**src/shared/bcc_pkg.sv**
```systemverilog
package bcc_pkg;
   // Clock and time base
   localparam int CLK_MHZ   = 100;
   localparam int FILT_NS   = 1600;
   localparam int FILT_CYC  = (FILT_NS * CLK_MHZ + 999) / 1000;
   localparam int MIN_ON_NS = 600;
   localparam int MIN_ON_CYC = (MIN_ON_NS * CLK_MHZ + 999) / 1000;
   localparam logic [7:0] FILT_LAST   = 8'(FILT_CYC - 1);
   localparam logic [6:0] MIN_ON_LAST = 7'(MIN_ON_CYC - 1);

   // Sector timing
   localparam logic [19:0] PERIOD_MAX = 20'hFFFFF;
   localparam int LEAD_SHIFT    = 5;
   localparam int OVERLAP_SHIFT = 2;

   // Register map
   localparam logic [3:0] ADDR_CONFIG = 4'h0;
   localparam logic [3:0] ADDR_STATUS = 4'h4;
   localparam logic [3:0] ADDR_PERIOD = 4'h8;
   localparam logic [7:0] CONFIG_RST  = 8'h00;
   localparam logic [1:0] RESP_OKAY   = 2'h0;
   localparam logic [1:0] RESP_SLVERR = 2'h2;

   // Status fields
   localparam int ST_STEP_LSB = 0;
   localparam int ST_HALL_LSB = 4;
   localparam int ST_RESET    = 8;
   localparam int ST_OC       = 9;
   localparam int ST_W120     = 10;
   localparam int ST_DIR      = 11;
   localparam int ST_VALID    = 12;

   // Carrier ramp direction
   typedef enum logic [0:0] {
      BCC_UP   = 1'b0,
      BCC_DOWN = 1'b1
   } bcc_ramp_t;
endpackage : bcc_pkg

```
**src/hw/bcc_core.sv**
```systemverilog
// Summary of operation
// - Each Hall input passes a 1.6 us deglitch filter before commutation.
// - Direction low commutates forward, high commutates reverse.
// - Direction input at over-range test level forces reset.
// - Width/reset low gives 150 degree drive; high enters reset.
// - Width/reset over-range gives 120 degree drive instead of reset.
// - In reset all six drive outputs are held low.
// - In reset the internal counters keep running.
// - Lead angle is a 4-bit code, 0 to 28 degrees, advancing commutation.
// - Speed pulse: one per revolution if select high, three if low.
// - PWM on-pulses last at least 0.6 us, never shorter.
// - Overcurrent forces low sides off until the next carrier cycle.
//
// The AXI4-Lite interface to the registers and the placing of the registers are this design's own decisions.
`timescale 1ns/1ps
module bcc_core (
   // Clock and reset
   input  wire logic        aclk,
   input  wire logic        aresetn,
   // AXI4-Lite slave
   input  wire logic [3:0]  awaddr,
   input  wire logic        awvalid,
   output logic             awready,
   input  wire logic [31:0] wdata,
   input  wire logic [3:0]  wstrb,
   input  wire logic        wvalid,
   output logic             wready,
   output logic [1:0]       bresp,
   output logic             bvalid,
   input  wire logic        bready,
   input  wire logic [3:0]  araddr,
   input  wire logic        arvalid,
   output logic             arready,
   output logic [31:0]      rdata,
   output logic [1:0]       rresp,
   output logic             rvalid,
   input  wire logic        rready,
   // Hall comparator pins
   input  wire logic        hall_a_plus,
   input  wire logic        hall_a_minus,
   input  wire logic        hall_b_plus,
   input  wire logic        hall_b_minus,
   input  wire logic        hall_c_plus,
   input  wire logic        hall_c_minus,
   // Mode pins
   input  wire logic        direction_select,
   input  wire logic        direction_overrange,
   input  wire logic        width_reset_select,
   input  wire logic        width_overrange,
   input  wire logic        pulse_count_select,
   input  wire logic        overcurrent_sense,
   // Quantized analog levels
   input  wire logic [7:0]  speed_command_level,
   input  wire logic [7:0]  advance_angle_level,
   // Gate drives and speed pulse
   output logic             phase_a_high_drive,
   output logic             phase_a_low_drive,
   output logic             phase_b_high_drive,
   output logic             phase_b_low_drive,
   output logic             phase_c_high_drive,
   output logic             phase_c_low_drive,
   output logic             rotation_pulse_out
);
   // Pin synchronisers
   logic [27:0] pin_s1_r, pin_s2_r;
   logic        dir_q, dir_ovr_q, wrs_q, w120_q, pcs_q, oc_q;
   logic [7:0]  speed_q;
   logic [3:0]  lead_code;

   always_ff @(posedge aclk) begin
      if (!aresetn) begin
         pin_s1_r <= 28'h0000000;
         pin_s2_r <= 28'h0000000;
      end else begin
         pin_s1_r <= {hall_c_plus, hall_c_minus, hall_b_plus, hall_b_minus, hall_a_plus,
                      hall_a_minus, direction_select, direction_overrange, width_reset_select,
                      width_overrange, pulse_count_select, overcurrent_sense,
                      speed_command_level, advance_angle_level};
         pin_s2_r <= pin_s1_r;
      end
   end

   assign {dir_q, dir_ovr_q, wrs_q, w120_q, pcs_q, oc_q} = pin_s2_r[21:16];
   assign speed_q   = pin_s2_r[15:8];
   assign lead_code = pin_s2_r[7:4];

   // Over-range on either pin wins; reset level ignored in 120 degree mode
   logic in_reset, w150;
   assign in_reset = dir_ovr_q | (wrs_q & ~w120_q);
   assign w150     = ~w120_q;

   // Hall filters
   logic [2:0] hall_raw, hall_f;
   // Legs are combined only after both have passed the synchroniser
   assign hall_raw = {pin_s2_r[27] & ~pin_s2_r[26], pin_s2_r[25] & ~pin_s2_r[24],
                      pin_s2_r[23] & ~pin_s2_r[22]};

   for (genvar i = 0; i < 3; i++) begin : g_hall
      bcc_deglitch bcc_deglitch_inst (
         .aclk    (aclk),
         .aresetn (aresetn),
         .raw     (hall_raw[i]),
         .filt    (hall_f[i])
      );
   end

   // Hall decode
   logic [2:0] hall_step;
   logic       hall_valid;
   always_comb begin
      hall_valid = 1'b1;
      case (hall_f)
         3'h1:    hall_step = 3'h0;
         3'h3:    hall_step = 3'h1;
         3'h2:    hall_step = 3'h2;
         3'h6:    hall_step = 3'h3;
         3'h4:    hall_step = 3'h4;
         3'h5:    hall_step = 3'h5;
         default: begin
            hall_step  = 3'h0;
            hall_valid = 1'b0;
         end
      endcase
   end

   // Sector timing and lead advance; free running through reset
   logic [2:0]  hall_prev_r, hall_prev_nxt;
   logic [19:0] elapsed_r, elapsed_nxt, period_r, period_nxt, thresh;
   logic        lead_done_r, lead_done_nxt, hall_edge;
   logic [23:0] lead_prod;

   assign hall_edge = hall_valid && (hall_f != hall_prev_r);
   assign lead_prod = 24'(period_r) * 24'(lead_code);
   localparam int LEAD_SHIFT_TOP = bcc_pkg::LEAD_SHIFT;
   assign thresh    = period_r - {1'b0, lead_prod[23:LEAD_SHIFT_TOP]};

   always_comb begin
      hall_prev_nxt = hall_valid ? hall_f : hall_prev_r;
      period_nxt    = hall_edge ? elapsed_r : period_r;
      elapsed_nxt   = elapsed_r;
      if (hall_edge) begin
         elapsed_nxt = 20'h00000;
      end else if (elapsed_r != bcc_pkg::PERIOD_MAX) begin
         elapsed_nxt = elapsed_r + 20'h00001;
      end
      lead_done_nxt = lead_done_r;
      if (hall_edge) begin
         lead_done_nxt = 1'b0;
      end else if (lead_code != 4'h0 && period_r != 20'h00000 && elapsed_r >= thresh) begin
         lead_done_nxt = 1'b1;
      end
   end

   always_ff @(posedge aclk) begin
      if (!aresetn) begin
         hall_prev_r <= 3'h0;
         elapsed_r   <= 20'h00000;
         period_r    <= 20'h00000;
         lead_done_r <= 1'b0;
      end else begin
         hall_prev_r <= hall_prev_nxt;
         elapsed_r   <= elapsed_nxt;
         period_r    <= period_nxt;
         lead_done_r <= lead_done_nxt;
      end
   end

   // Commutation step and phase choice
   logic [2:0] use_step, next_step, hi_tab, lo_tab;
   always_comb begin
      if (dir_q) begin
         next_step = (hall_step == 3'h0) ? 3'h5 : hall_step - 3'h1;
      end else begin
         next_step = (hall_step == 3'h5) ? 3'h0 : hall_step + 3'h1;
      end
      use_step = lead_done_r ? next_step : hall_step;
      case (use_step)
         3'h0:    {hi_tab, lo_tab} = {3'h1, 3'h2};
         3'h1:    {hi_tab, lo_tab} = {3'h1, 3'h4};
         3'h2:    {hi_tab, lo_tab} = {3'h2, 3'h4};
         3'h3:    {hi_tab, lo_tab} = {3'h2, 3'h1};
         3'h4:    {hi_tab, lo_tab} = {3'h4, 3'h1};
         3'h5:    {hi_tab, lo_tab} = {3'h4, 3'h2};
         default: {hi_tab, lo_tab} = {3'h0, 3'h0};
      endcase
   end

   // Overlap tail for 150 degree drive: outgoing phase held 15 degrees
   logic [2:0]  step_r, step_nxt, hi_sel_r, hi_sel_nxt, lo_sel_r, lo_sel_nxt;
   logic [2:0]  prev_hi_r, prev_hi_nxt, prev_lo_r, prev_lo_nxt, hi_want, lo_want;
   logic [19:0] ovl_r, ovl_nxt;

   always_comb begin
      step_nxt    = use_step;
      prev_hi_nxt = prev_hi_r;
      prev_lo_nxt = prev_lo_r;
      ovl_nxt     = (ovl_r != 20'h00000) ? ovl_r - 20'h00001 : ovl_r;
      if (!hall_valid) begin
         hi_sel_nxt = 3'h0;
         lo_sel_nxt = 3'h0;
      end else if (dir_q) begin
         hi_sel_nxt = lo_tab;
         lo_sel_nxt = hi_tab;
      end else begin
         hi_sel_nxt = hi_tab;
         lo_sel_nxt = lo_tab;
      end
      if (use_step != step_r) begin
         prev_hi_nxt = hi_sel_r;
         prev_lo_nxt = lo_sel_r;
         ovl_nxt     = period_r >> bcc_pkg::OVERLAP_SHIFT;
      end
   end

   always_ff @(posedge aclk) begin
      if (!aresetn) begin
         step_r    <= 3'h0;
         hi_sel_r  <= 3'h0;
         lo_sel_r  <= 3'h0;
         prev_hi_r <= 3'h0;
         prev_lo_r <= 3'h0;
         ovl_r     <= 20'h00000;
      end else begin
         step_r    <= step_nxt;
         hi_sel_r  <= hi_sel_nxt;
         lo_sel_r  <= lo_sel_nxt;
         prev_hi_r <= prev_hi_nxt;
         prev_lo_r <= prev_lo_nxt;
         ovl_r     <= ovl_nxt;
      end
   end

   // Low wins on a shared phase, so a bad Hall jump cannot short a leg
   always_comb begin
      lo_want = lo_sel_r;
      hi_want = hi_sel_r;
      if (w150 && ovl_r != 20'h00000) begin
         lo_want = lo_sel_r | prev_lo_r;
         hi_want = hi_sel_r | prev_hi_r;
      end
      hi_want = hi_want & ~lo_want;
   end

   // Triangle carrier; rate set by the config prescaler
   logic [7:0]         config_r, config_nxt, pre_r, pre_nxt, carrier_r, carrier_nxt;
   bcc_pkg::bcc_ramp_t ramp_r, ramp_nxt;
   logic               valley;

   always_comb begin
      pre_nxt     = pre_r + 8'h01;
      carrier_nxt = carrier_r;
      ramp_nxt    = ramp_r;
      valley      = 1'b0;
      if (pre_r >= config_r) begin
         pre_nxt = 8'h00;
         case (ramp_r)
            bcc_pkg::BCC_UP: begin
               if (carrier_r == 8'hFF) begin
                  ramp_nxt    = bcc_pkg::BCC_DOWN;
                  carrier_nxt = 8'hFE;
               end else begin
                  carrier_nxt = carrier_r + 8'h01;
               end
            end
            bcc_pkg::BCC_DOWN: begin
               if (carrier_r == 8'h00) begin
                  ramp_nxt    = bcc_pkg::BCC_UP;
                  carrier_nxt = 8'h01;
                  valley      = 1'b1;
               end else begin
                  carrier_nxt = carrier_r - 8'h01;
               end
            end
            default: ramp_nxt = bcc_pkg::BCC_UP;
         endcase
      end
   end

   // PWM with on-time stretcher and overcurrent block
   logic       pwm_on_r, pwm_on_nxt, oc_block_r, oc_block_nxt;
   logic [6:0] on_cnt_r, on_cnt_nxt;

   always_comb begin
      pwm_on_nxt = (speed_q > carrier_r)
                   || (pwm_on_r && on_cnt_r < bcc_pkg::MIN_ON_LAST);
      on_cnt_nxt = 7'h00;
      if (pwm_on_r) begin
         on_cnt_nxt = (on_cnt_r == 7'h7F) ? on_cnt_r : on_cnt_r + 7'h01;
      end
      oc_block_nxt = oc_q | (oc_block_r & ~valley);
   end

   always_ff @(posedge aclk) begin
      if (!aresetn) begin
         pre_r      <= 8'h00;
         carrier_r  <= 8'h00;
         ramp_r     <= bcc_pkg::BCC_UP;
         pwm_on_r   <= 1'b0;
         on_cnt_r   <= 7'h00;
         oc_block_r <= 1'b0;
      end else begin
         pre_r      <= pre_nxt;
         carrier_r  <= carrier_nxt;
         ramp_r     <= ramp_nxt;
         pwm_on_r   <= pwm_on_nxt;
         on_cnt_r   <= on_cnt_nxt;
         oc_block_r <= oc_block_nxt;
      end
   end

   // Drive and speed pulse outputs
   logic [2:0] hi_r, hi_nxt, lo_r, lo_nxt;
   logic       fg_r, fg_nxt;

   always_comb begin
      hi_nxt = hi_want & {3{pwm_on_r}};
      lo_nxt = lo_want & ~{3{oc_block_r}};
      if (in_reset) begin
         hi_nxt = 3'h0;
         lo_nxt = 3'h0;
      end
      fg_nxt = pcs_q ? hall_f[0] : ^hall_f;
   end

   always_ff @(posedge aclk) begin
      if (!aresetn) begin
         hi_r <= 3'h0;
         lo_r <= 3'h0;
         fg_r <= 1'b0;
      end else begin
         hi_r <= hi_nxt;
         lo_r <= lo_nxt;
         fg_r <= fg_nxt;
      end
   end

   assign {phase_c_high_drive, phase_b_high_drive, phase_a_high_drive} = hi_r;
   assign {phase_c_low_drive, phase_b_low_drive, phase_a_low_drive}    = lo_r;
   assign rotation_pulse_out = fg_r;

   // AXI4-Lite: address and data taken in either order
   logic        aw_got_r, aw_got_nxt, w_got_r, w_got_nxt, bvalid_r, bvalid_nxt;
   logic        rvalid_r, rvalid_nxt, aw_have, w_have;
   logic [3:0]  aw_addr_r, aw_addr_nxt, wa;
   logic [31:0] w_data_r, w_data_nxt, rdata_r, rdata_nxt, wd, status;
   logic [3:0]  w_strb_r, w_strb_nxt, ws;
   logic [1:0]  bresp_r, bresp_nxt, rresp_r, rresp_nxt;

   assign awready = ~aw_got_r & ~bvalid_r;
   assign wready  = ~w_got_r & ~bvalid_r;
   assign arready = ~rvalid_r;
   assign aw_have = aw_got_r | (awvalid & awready);
   assign w_have  = w_got_r | (wvalid & wready);
   assign wa      = aw_got_r ? aw_addr_r : awaddr;
   assign wd      = w_got_r ? w_data_r : wdata;
   assign ws      = w_got_r ? w_strb_r : wstrb;

   always_comb begin
      status = 32'h00000000;
      status[bcc_pkg::ST_STEP_LSB +: 3] = step_r;
      status[bcc_pkg::ST_HALL_LSB +: 3] = hall_f;
      status[bcc_pkg::ST_RESET]         = in_reset;
      status[bcc_pkg::ST_OC]            = oc_block_r;
      status[bcc_pkg::ST_W120]          = w120_q;
      status[bcc_pkg::ST_DIR]           = dir_q;
      status[bcc_pkg::ST_VALID]         = hall_valid;
   end

   always_comb begin
      aw_got_nxt  = aw_got_r | (awvalid & awready);
      aw_addr_nxt = (awvalid & awready) ? awaddr : aw_addr_r;
      w_got_nxt   = w_got_r | (wvalid & wready);
      w_data_nxt  = (wvalid & wready) ? wdata : w_data_r;
      w_strb_nxt  = (wvalid & wready) ? wstrb : w_strb_r;
      bvalid_nxt  = bvalid_r & ~bready;
      bresp_nxt   = bresp_r;
      config_nxt  = config_r;
      if (aw_have && w_have) begin
         aw_got_nxt = 1'b0;
         w_got_nxt  = 1'b0;
         bvalid_nxt = 1'b1;
         bresp_nxt  = bcc_pkg::RESP_OKAY;
         if (wa == bcc_pkg::ADDR_CONFIG) begin
            if (ws[0]) begin
               config_nxt = wd[7:0];
            end
         end else if (wa != bcc_pkg::ADDR_STATUS && wa != bcc_pkg::ADDR_PERIOD) begin
            bresp_nxt = bcc_pkg::RESP_SLVERR;
         end
      end
      rvalid_nxt = rvalid_r & ~rready;
      rdata_nxt  = rdata_r;
      rresp_nxt  = rresp_r;
      if (arvalid && arready) begin
         rvalid_nxt = 1'b1;
         rresp_nxt  = bcc_pkg::RESP_OKAY;
         case (araddr)
            bcc_pkg::ADDR_CONFIG: rdata_nxt = {24'h000000, config_r};
            bcc_pkg::ADDR_STATUS: rdata_nxt = status;
            bcc_pkg::ADDR_PERIOD: rdata_nxt = {12'h000, period_r};
            default: begin
               rdata_nxt = 32'h00000000;
               rresp_nxt = bcc_pkg::RESP_SLVERR;
            end
         endcase
      end
   end

   always_ff @(posedge aclk) begin
      if (!aresetn) begin
         aw_got_r  <= 1'b0;
         aw_addr_r <= 4'h0;
         w_got_r   <= 1'b0;
         w_data_r  <= 32'h00000000;
         w_strb_r  <= 4'h0;
         bvalid_r  <= 1'b0;
         bresp_r   <= 2'h0;
         rvalid_r  <= 1'b0;
         rdata_r   <= 32'h00000000;
         rresp_r   <= 2'h0;
         config_r  <= bcc_pkg::CONFIG_RST;
      end else begin
         aw_got_r  <= aw_got_nxt;
         aw_addr_r <= aw_addr_nxt;
         w_got_r   <= w_got_nxt;
         w_data_r  <= w_data_nxt;
         w_strb_r  <= w_strb_nxt;
         bvalid_r  <= bvalid_nxt;
         bresp_r   <= bresp_nxt;
         rvalid_r  <= rvalid_nxt;
         rdata_r   <= rdata_nxt;
         rresp_r   <= rresp_nxt;
         config_r  <= config_nxt;
      end
   end

   assign bvalid = bvalid_r;
   assign bresp  = bresp_r;
   assign rvalid = rvalid_r;
   assign rdata  = rdata_r;
   assign rresp  = rresp_r;
endmodule : bcc_core

```
**src/hw/bcc_deglitch.sv**
```systemverilog
`timescale 1ns/1ps
module bcc_deglitch (
   // Clock and reset
   input  wire logic aclk,
   input  wire logic aresetn,
   // Pin level in, filtered level out
   input  wire logic raw,
   output logic      filt
);
   logic       s1_r, s2_r, filt_r, filt_nxt;
   logic [7:0] cnt_r, cnt_nxt;

   always_comb begin
      filt_nxt = filt_r;
      cnt_nxt  = 8'h00;
      if (s2_r != filt_r) begin
         if (cnt_r == bcc_pkg::FILT_LAST) begin
            filt_nxt = s2_r;
         end else begin
            cnt_nxt = cnt_r + 8'h01;
         end
      end
   end

   always_ff @(posedge aclk) begin
      if (!aresetn) begin
         s1_r   <= 1'b0;
         s2_r   <= 1'b0;
         cnt_r  <= 8'h00;
         filt_r <= 1'b0;
      end else begin
         s1_r   <= raw;
         s2_r   <= s1_r;
         cnt_r  <= cnt_nxt;
         filt_r <= filt_nxt;
      end
   end

   assign filt = filt_r;
endmodule : bcc_deglitch

```
**config.mk**
```make
export PLATFORM = sky130hd
export DESIGN_NAME = bcc_core
export DESIGN_NICKNAME = d
export VERILOG_FILES = /design/src/shared/bcc_pkg.sv /design/src/hw/bcc_core.sv /design/src/hw/bcc_deglitch.sv
export SDC_FILE = /design/constraint.sdc
export NUM_CORES = 1
export LEC_CHECK = 0
export ABC_AREA = 1
export ABC_CLOCK_PERIOD_IN_PS = 11750
export BUFFER_PORTS_ARGS = -buffer_cell sky130_fd_sc_hd__buf_2
export CORE_UTILIZATION = 55
export DETAILED_ROUTE_END_ITERATION = 6
export PLACE_DENSITY = 0.83
export SLEW_MARGIN = 30
export SYNTH_ARGS = -nofsm -noshare
export SYNTH_HDL_FRONTEND = slang
export SYNTH_SLANG_ARGS = --single-unit
```
**constraint.sdc**
```tcl
create_clock -name aclk -period 11.75 [get_ports aclk]
set_input_delay 1.175 -clock aclk [delete_from_list [all_inputs] [get_ports aclk]]
set_output_delay 1.175 -clock aclk [all_outputs]
set_load 0.005 [all_outputs]
```
== Yosys cells after proc, flatten, opt, wreduce, memory -nomap -nowiden ==
Cells that the tools add are included.

* $add $sub $neg: 12
* $mul: 1
* Div/mod/pow operators: 0
* Order comparisons: 4
* Eq/ne operators: 27
* Shifts and indexed selects: 0
* Muxes and demuxes: 33
* Bitwise logic cells: 38
* Reduce and logical (&&, ||, !) cells: 41

{| class="wikitable"
|+ Operator list
! kind !! number
|-
| $pmux W20 S3 || 1
|-
| $add A8 B1 Y8 const B || 5
|-
| $reduce_bool A20 Y1 || 2
|-
| $mux W18 || 2
|-
| $eq A8 B8 Y1 const B || 4
|-
| $mul A20 B4 Y24 || 1
|-
| $mux W3 || 8
|-
| $mux W8 || 3
|-
| $reduce_or A2 Y1 || 11
|-
| $add A20 B1 Y20 const B || 1
|-
| $ge A20 B20 Y1 || 1
|-
| $ne A20 B20 Y1 const B || 1
|-
| $sub A20 B1 Y20 const B || 1
|-
| $sub A20 B19 Y20 || 1
|-
| $eq A3 B3 Y1 const B || 6
|-
| $pmux W3 S3 || 2
|-
| $not A1 Y1 || 16
|-
| $pmux W8 S2 || 1
|-
| $pmux W3 S5 || 1
|-
| $eq A3 B2 Y1 const B || 4
|-
| $reduce_or A3 Y1 || 4
|-
| $and A1 B1 Y1 || 11
|-
| $mux W1 || 10
|-
| $reduce_and A2 Y1 || 5
|-
| 32 further kinds || 54
|}

* Register bits after elaboration: 262
* Latch bits: 0
* Memory bits (writable): 0
* Bits in read-only memories: 0
* Bits of input ports: 79
* Output and inout port bits: 48
* Logic and storage cells: 201
* Memories kept: 0

== Longest topological paths before layout ==
Gate-level depths: netlist of run 1.

* Word-level depth: 10
* Depth in mapped cells: 33
* Depth with buffers taken out: 32

== Hierarchy ==
From an unflattened synthesis of run 1, not the netlist that was laid out.

* Cells, all modules: 2134
* Area total of the unflattened synthesis: 14858.0 um^2

{| class="wikitable"
|+ Modules (own cells, without submodules)
! module !! times used !! cells each !! area each (um^2)
|-
| bcc_core || 1 || 1908 || 13322.8
|-
| bcc_deglitch at g_hall[0].bcc_deglitch_inst ... || 2 || 77 || 513.0
|-
| bcc_deglitch at g_hall[2].bcc_deglitch_inst || 1 || 72 || 509.2
|}

== Worst setup path after synthesis of run 1 ==
OpenSTA, ideal clock, no wires.

* Kind: reg2reg
* Start: reg pin_s2_r[5]
* End: reg lead_done_r
* Library setup time: 122 ps
* Data arrival time: 5148 ps
* Slack: 6480 ps
* Cell stages (with the launch flop): 33
* Period minus slack after synthesis: 5270 ps
* Path through: dfxtp_1 -> clkbuf_1 -> buf_1 -> nand2_1 -> fa_1 -> inv_1 -> fa_1 -> ha_1 -> nand2_1 -> nand2_1 -> inv_1 -> o21ai_0 -> nand3_1 -> nand2_1 -> nand3b_1 -> nand3_1 -> nand2_1 -> ha_1 -> inv_1 -> nor3_1 -> nor3b_1 -> nand4_1 -> nand3_1 -> xor2_1 -> ha_1 -> nand2_1 -> inv_1 -> nand3_1 -> inv_1 -> a21oi_1 -> nand3_1 -> o21ai_0 -> a21oi_1

* Longest elaborated chain between the ends: 4
* Elaborated cells between the ends (all ways): 6
* Those cells by class: 1 x add/sub; 1 x mul; 1 x order compare; 3 x reduce/logical

{| class="wikitable"
|+ RTL lines
! what !! line !! RTL
|-
| from (decl) || bcc_core.sv:65 || <nowiki>logic [27:0] pin_s1_r, pin_s2_r;</nowiki>
|-
| from (signal assigned) || bcc_core.sv:79 || <nowiki>pin_s2_r <= pin_s1_r;</nowiki>
|-
| $mul A20 B4 Y24 || bcc_core.sv:133 || <nowiki>assign lead_prod = 24'(period_r) * 24'(lead_code);</nowiki>
|-
| $sub A20 B19 Y20 || bcc_core.sv:135 || <nowiki>assign thresh = period_r - {1'b0, lead_prod[23:LEAD_SHIFT_TOP]};</nowiki>
|-
| $ge A20 B20 Y1 || bcc_core.sv:149 || <nowiki>end else if (lead_code != 4'h0 && period_r != 20'h00000 && elapsed_r >= thresh) begin</nowiki>
|-
| $logic_and A1 B1 Y1 * || bcc_core.sv:149 ||
|-
| to (signal assigned) || bcc_core.sv:164 || <nowiki>lead_done_r <= lead_done_nxt;</nowiki>
|-
| to (decl) || bcc_core.sv:129 || <nowiki>logic lead_done_r, lead_done_nxt, hall_edge;</nowiki>
|}

Mark *: on every way between the ends. The rest lies on a longest branch, timed or not.
A chain may end at the register's enable or synchronous reset.

== Final worst setup path of run 1 ==
* Start: reg pin_s2_r[6]
* End: reg lead_done_r

The elaborated chain is that of the path after synthesis.

==> impl_metrics.ini, run 1 <==
[worst_hold_path]
min_from = pin_s2_r[26]
min_to = g_hall[2].bcc_deglitch_inst.s1_r
min_path_cells = 1
hold_class = reg -> reg

[die]
start_util_pct = 55.9
dieHeight_um = 164
num_rows = 59
ios = 127
chipWidth_um = 164
dieArea_um2 = 27000
core_area_um2 = 25900

[synthesis]
ys_seq_area_share_pct = 33.2
syn_area_per_cell_um2 = 7.12
async_reset_ff_share_pct = 0
synth_edf_count = 0
netlist_area_um2 = 14500
synth_cell_types = 53
synth-seq-cells = 240
ys.flop_type = dfxtp_1
syn_inst = 2033
yosys_warnings = 0

[finish]
nNetsFinal = 2294
drive_gt1_share_pct = 7.84
nFillCells = 2304
final_cell_mix = nand2_1, inv_1, dfxtp_1, nor2_1, a21oi_1
area_delta_synth_final_pct = 9.44
final_common_cell = nand2_1
layout.cells.non_filler = 2440

[clocking]
clock_latency_ps = 550
clk_path_buf_depth = 3
cts_tree = done
postCtsSetupBuffers = 0
clk_pin_slew_ps = 60
cts.sinks = 240
cts_htree_levels = 1
tritoncts.num_buffers = 26
cts-root-buf = clkbuf_16
cts_resized = 0
hold_buffers = 0

[setup_path]
rr_worst_depth = 26
reg2reg_to = lead_done_r
crit_path_start_kind = flip-flop
path_class = reg -> reg
ff2ff_setup_slack_ps = 5140
reg2reg_from = pin_s2_r[6]
crit_fanout = 21
crit_arrival_ps = 7020
worstPathRequired_ps = 12160
endpoint_kind = flip-flop

[placement]
portBuffers = 81
gp_congestion = 0.925
place_inst = 2392
dp_hpwl_mm = 25.4

[global_route]
grt_overflow = 0
antenna_found_initial = 0
grt_use_total_pct = 26.1
grt_max_degree = 104
grt_pass1_wl_mm = 57.3
grt_pass1_vias = 12200

[sta]
min_period_ps = 6610
finalMaxSlewViolations = 0
setup_violations = 0
fin_crit_sh_pct = 56.2
clock.fmax_mhz = 151
grt_setup_unrepaired = no
relSlewSlack_pct = 33.7
hold_violations = 0
clock_skew_ps = 12.2
worstMarginPinSlew_ps = 993
setup_tns_ps = 0

[drt]
vias = 13200
ant_nets = 0
viasPerCell = 5.40
drc = 0
routed_wl_mm = 35.1
drt_iter0_drc = 1194
routedWlPerCell_um = 14.4
first_pass_iters = 6

[pwr]
power_density_nw_per_um2 = 127
leakagePower_nw = 7.81
ir_drop_uv = 113
power_w = 0.00202

[run]
cap_violations = 0

[outcome]
status = finished, final reports clean
cells in the mapped netlist, types with 2 or more instances:
cell,number,area share (%)
nand2_1,405,10
inv_1,348,9.0
dfxtp_1,240,33
nor2_1,185,4.8
a21oi_1,173,6.0
o21ai_0,144,5.0
ha_1,94,8.1
nand3_1,64,2.2
xor2_1,44,2.7
clkbuf_1,36,0.93
fa_1,36,5.0
xnor2_1,32,1.9
nand4_1,27,1.2
nor3_1,27,0.93
buf_4,16,0.83
a31oi_1,14,0.60
nor4_1,14,0.60
nor3b_1,10,0.52
o22ai_1,10,0.43
nand2_2,9,0.39
o211ai_1,9,0.47
buf_2,8,0.28
inv_2,7,0.18
o21bai_1,6,0.31
or2_2,6,0.26
a211oi_1,5,0.26
a21o_1,5,0.26
buf_6,5,0.39
nand3_2,5,0.35
o31ai_1,5,0.26
buf_1,4,0.10
clkinv_1,4,0.10
o221ai_1,4,0.24
clkbuf_2,3,0.10
nand3b_1,3,0.16
o21ai_1,3,0.10
a21oi_2,2,0.12
a41oi_1,2,0.12
clkinv_2,2,0.069
nand4_2,2,0.17
nor3_2,2,0.14
o21a_1,2,0.10
state kept, by name, summed over array words and instances, names as in the netlist, 3 cells and up:
name and count:
elapsed_r 20, pre_r 8, carrier_r 8, on_cnt_r 7, g_hall.bcc_deglitch_inst.filt 3, step_r 3
g_hall.bcc_deglitch_inst.cnt_r 24, prev_hi_r 3, aw_addr_r 4, hall_prev_r 3, pin_s1_r 24, ovl_r 20
lo_r 3, lo_sel_r 3, pin_s2_r 24, period_r 20, w_data_r 8, g_hall.bcc_deglitch_inst.s1_r 3
prev_lo_r 3, config_r 8, g_hall.bcc_deglitch_inst.s2_r 3, rdata 20, hi_r 3, hi_sel_r 3
cell families after synthesis:
family / Yosys count / share of synthesized area, %
adders and majority gates: 130 / 13.1
xor gates and xnor gates: 76 / 4.60
and+or+nand+nor: 764 / 22.5
buffers and inverters: 434 / 12.1
DFF: 240 / 33.2
other: 1 / 0.0259
AOI/OAI and AO/OA: 388 / 14.5
layout make-up:
type	count	area (um2)	area share [%]
Multi-Input combinational cell	1372	7980	50.3
Sequential cell	240	4800	30.3
Clock buffer	34	701	4.42
Clock inverter	13	153	0.963
Inverter	362	1370	8.62
Tap cell	335	419	2.65
Antenna cell	1	2.50	0.0158
Timing Repair Buffer	83	423	2.67
power by group:
part | internal, W | leakage [nW] | switching [W]
Sequential | 0.000858 | 1.95 | 0.0000395
Clock | 0.000469 | 0.419 | 0.000341
Combinational | 0.000120 | 5.44 | 0.000189
Total | 0.00145 | 7.81 | 0.000570
layer usage:
layer | up-vias | track usage [%] | wire [um]
li1 | 6565 | - | -
met1 | 6009 | 34.3 | 15300
met2 | 507 | 43.3 | 16000
met3 | 83 | 4.77 | 2840
met4 | 0 | 8.21 | 990
met5 | - | 0 | 0
worst max path at each step:
| stage | from | endpoint | slack (ps) | depth (start not counted) |
|---|---|---|---|---|
| 2_1_floorplan | pin_s2_r[5] | lead_done_r | 6480 | 32 |
| 3_3_place_gp | pin_s2_r[6] | lead_done_r | 5490 | 30 |
| 3_5_place_dp | pin_s2_r[6] | lead_done_r | 5350 | 26 |
| 4_1_cts | pin_s2_r[7] | lead_done_r | 5260 | 26 |
| 5_1_grt | pin_s2_r[6] | lead_done_r | 4730 | 30 |
| 6_report | pin_s2_r[6] | lead_done_r | 5140 | 26 |
metrics by stage:
step / worst slack, ps / instance area (um2) / hold WS, ps / util, %
global route: 4730 / 15800 / 392 / 61.1
floorplan: 6480 / 14500 / 366 / -
detailed placement: 5350 / 15000 / 378 / 57.8
CTS: 5260 / 15800 / 382 / 61.1
global placement: 5490 / 15000 / 369 / 57.8
finish: 5140 / 15800 / 380 / 61.2
worst max-delay path: stages (launching register included):
cell and delay (ps):
dfxtp_1 970, nand2_1 180, fa_1 540, inv_1 60, fa_1 480, ha_1 310
nand2_1 60, nand2_1 110, inv_1 60, o21ai_0 390, a21oi_1 150, xor2_1 180
ha_1 380, nand2_1 100, nor3_1 260, a21oi_1 170, o21ai_0 370, a21oi_1 220
o211ai_1 210, nand2_1 90, ha_1 270, nand3_1 150, inv_1 50, a21oi_1 200
nand3_1 100, o21ai_0 290, a21oi_1 110
No activity file was read; power rests on OpenSTA's default activity.
==> run 2: changes to the inputs <==
ABC_AREA = 0   (was 1)
ABC_CLOCK_PERIOD_IN_PS = 6800   (was 11750)
PLACE_DENSITY = 0.84   (was 0.83)
clock period = 6.8 ns   (was 11.75 ns; I/O delays follow)
==> impl_metrics.ini, run 2 <==
[outcome]
status = finished, final reports clean

[pwr]
combPwrFrac_pct = 18.4
p_sw_w = 0.00105
ir_drop_uv = 182
power.internal_w = 0.00268
seqPwrFrac_pct = 42.7
switching_share_pct = 28.2
power_density_nw_per_um2 = 239
leakagePower_nw = 6.83
pwr-share-clk_pct = 38.9

[global_route]
antenna_found_initial = 0
grt_pass1_vias = 11200
grt_pass1_wl_mm = 53.2
grt_overflow = 0
grt_use_total_pct = 24.4
grt_max_degree = 104

[synthesis]
syn_inst = 1650
synth_common_cells = dfxtp_1, nor2_1, nand2_1
synth_area_leaders = dfxtp_1, ha_1, and2_1
synth_edf_count = 0
synth.most_common_cell = dfxtp_1
ys.flop_type = dfxtp_1
ys_seq_area_share_pct = 34.2
syn_area_per_cell_um2 = 8.50
synth_cell_types = 77
synth_top_area_share_pct = 34.2
netlist_area_um2 = 14000
synth-seq-cells = 240
yosys_warnings = 0
async_reset_ff_share_pct = 0
yosys.area.top_type = dfxtp_1

[clocking]
clk_pin_slew_ps = 70
cts-root-buf = clkbuf_16
clk_path_buf_depth = 3
cts_tree = done
tritoncts.num_buffers = 25
cts.sinks = 240
cts_htree_levels = 1
hold_buffers = 0
clock_latency_ps = 530

[sta]
setup_tns_ps = 0
grt_setup_unrepaired = no
fin_crit_sh_pct = 94.8
clock_skew_ps = 17.2
relSlewSlack_pct = 39.2
clock.fmax_mhz = 155
min_period_ps = 6450
worstMarginPinSlew_ps = 912
finalMaxSlewViolations = 0
setup_violations = 0
hold_violations = 0

[finish]
final_cell_mix = dfxtp_1, nor2_1, nand2_1, and2_1, inv_1
diodes = 0
drive_gt1_share_pct = 10.2
final_common_cell = dfxtp_1
area_delta_synth_final_pct = 11.3
layout.cells.non_filler = 2057
top_regs = g_hall.bcc_deglitch_inst.cnt_r (24), pin_s1_r (24), pin_s2_r (24)
nFillCells = 2023
nNetsFinal = 1919

[die]
dieHeight_um = 162
num_rows = 58
start_util_pct = 55.9
ios = 127
chipWidth_um = 162
dieArea_um2 = 26100
core_area_um2 = 25100

[drt]
routed_wl_mm = 32.5
viasPerCell = 5.74
ant_nets = 0
drc = 0
first_pass_iters = 5
drt_iter0_drc = 974
routedWlPerCell_um = 15.8
vias = 11800

[worst_hold_path]
hold_class = in -> reg
min_from = advance_angle_level[6]
min_to = pin_s1_r[6]
min_path_cells = 2

[setup_path]
worstPathRequired_ps = 7180
reg2reg_from = pin_s2_r[7]
reg2reg_to = lead_done_r
rr_worst_depth = 29
critical_path.slowest_cell = fa_1
crit_path_start_kind = flip-flop
max_stage_delay_ps = 540
path_class = reg -> reg
crit_arrival_ps = 6830
endpoint_kind = flip-flop
ff2ff_setup_slack_ps = 350
crit_fanout = 16

[placement]
place_inst = 2012
dp_hpwl_mm = 23.2
portBuffers = 81
gp_congestion = 0.916

[run]
cap_violations = 0
[run 2: changes by cell type after synthesis, sizes merged, moves of 44 or more]
cell and delta:
inv -243, o21ai -83, nor2b +44, and2 +116, nand2 -273, a21oi -95
[run 2: how the worst max path moves through the flow]
stage / from / to / cells after the start
after global placement: pin_s2_r[7] / lead_done_r / 29
after floorplan: pin_s2_r[7] / lead_done_r / 28
after CTS: pin_s2_r[7] / lead_done_r / 29
after detailed placement: pin_s2_r[7] / lead_done_r / 29
after global routing: pin_s2_r[7] / lead_done_r / 29
final: pin_s2_r[7] / lead_done_r / 29
[run 2: area by class of cell]
type / count / area (um2) / share of cell area [%]
clock buffers: 31 / 658 / 4.21
clock inverters: 13 / 211 / 1.35
inverters: 114 / 428 / 2.74
multi-input cells: 1227 / 8540 / 54.7
flip-flops and latches: 240 / 4800 / 30.8
well taps: 330 / 413 / 2.64
repair buffers: 102 / 566 / 3.62
[run 2: through the flow]
stage                     setup slack, ps  utilization, %  hold WS [ps]  total power, W  cell area, um2
final                                 351            62.2           364         0.00373           15600
after global routing                 16.5            62.2           359         0.00389           15600
after CTS                            70.5            62.0           351         0.00374           15600
after detailed placement            -11.0            58.5           386         0.00229           14700
after global placement                111            58.5           374         0.00226           14700
after floorplan                       403               -           367         0.00216           14100
[run 2: power by group through the flow]
stage	clock, W	sequential [W]	combinational, W
after CTS	0.00147	0.00159	0.000681
final	0.00145	0.00159	0.000686
after detailed placement	0	0.00162	0.000670
after global placement	0	0.00161	0.000645
after floorplan	0	0.00159	0.000574
after global routing	0.00152	0.00160	0.000766
[run 2: cells by family after synthesis]
| family | share of synthesized area (%) |
|---|---|
| muxes | 3.09 |
| AOI/OAI and AO/OA | 13.3 |
| xor gates and xnor gates | 6.12 |
| DFF | 34.2 |
| buffers and inverters | 5.87 |
| other | 0.0267 |
| and+or+nand+nor | 23.8 |
| adders and majority gates | 13.5 |
[run 2: repair_timing]
item / in CTS / in global routing
setup endpoints to repair: 1 / 1
cloned: 0 / 0
gates resized for setup: 2 / 8
pin swaps: 0 / 4
buffers inserted: 0 / 1
[run 2: routing by layer]
layer,wire (um),vias to the layer above,part of all wire (%),track usage (%)
li1,-,5720,-,-
met1,13600,5594,42,31.4
met2,15900,418,49,42.9
met3,2070,79,6.4,3.12
met4,949,0,2.9,6.95
met5,0,-,0,0
[run 2: worst max-delay path, delay by kind of cell (launching register included)]
kind                     cells  cell delay [ps]
AO/OA/AOI/OAI               15             2480
adder cells (fa/ha/maj)      5             1930
AND/OR/NAND/NOR              3              710
buffers and inverters        4              470
flip-flops                   1              360
XOR/XNOR                     2              340
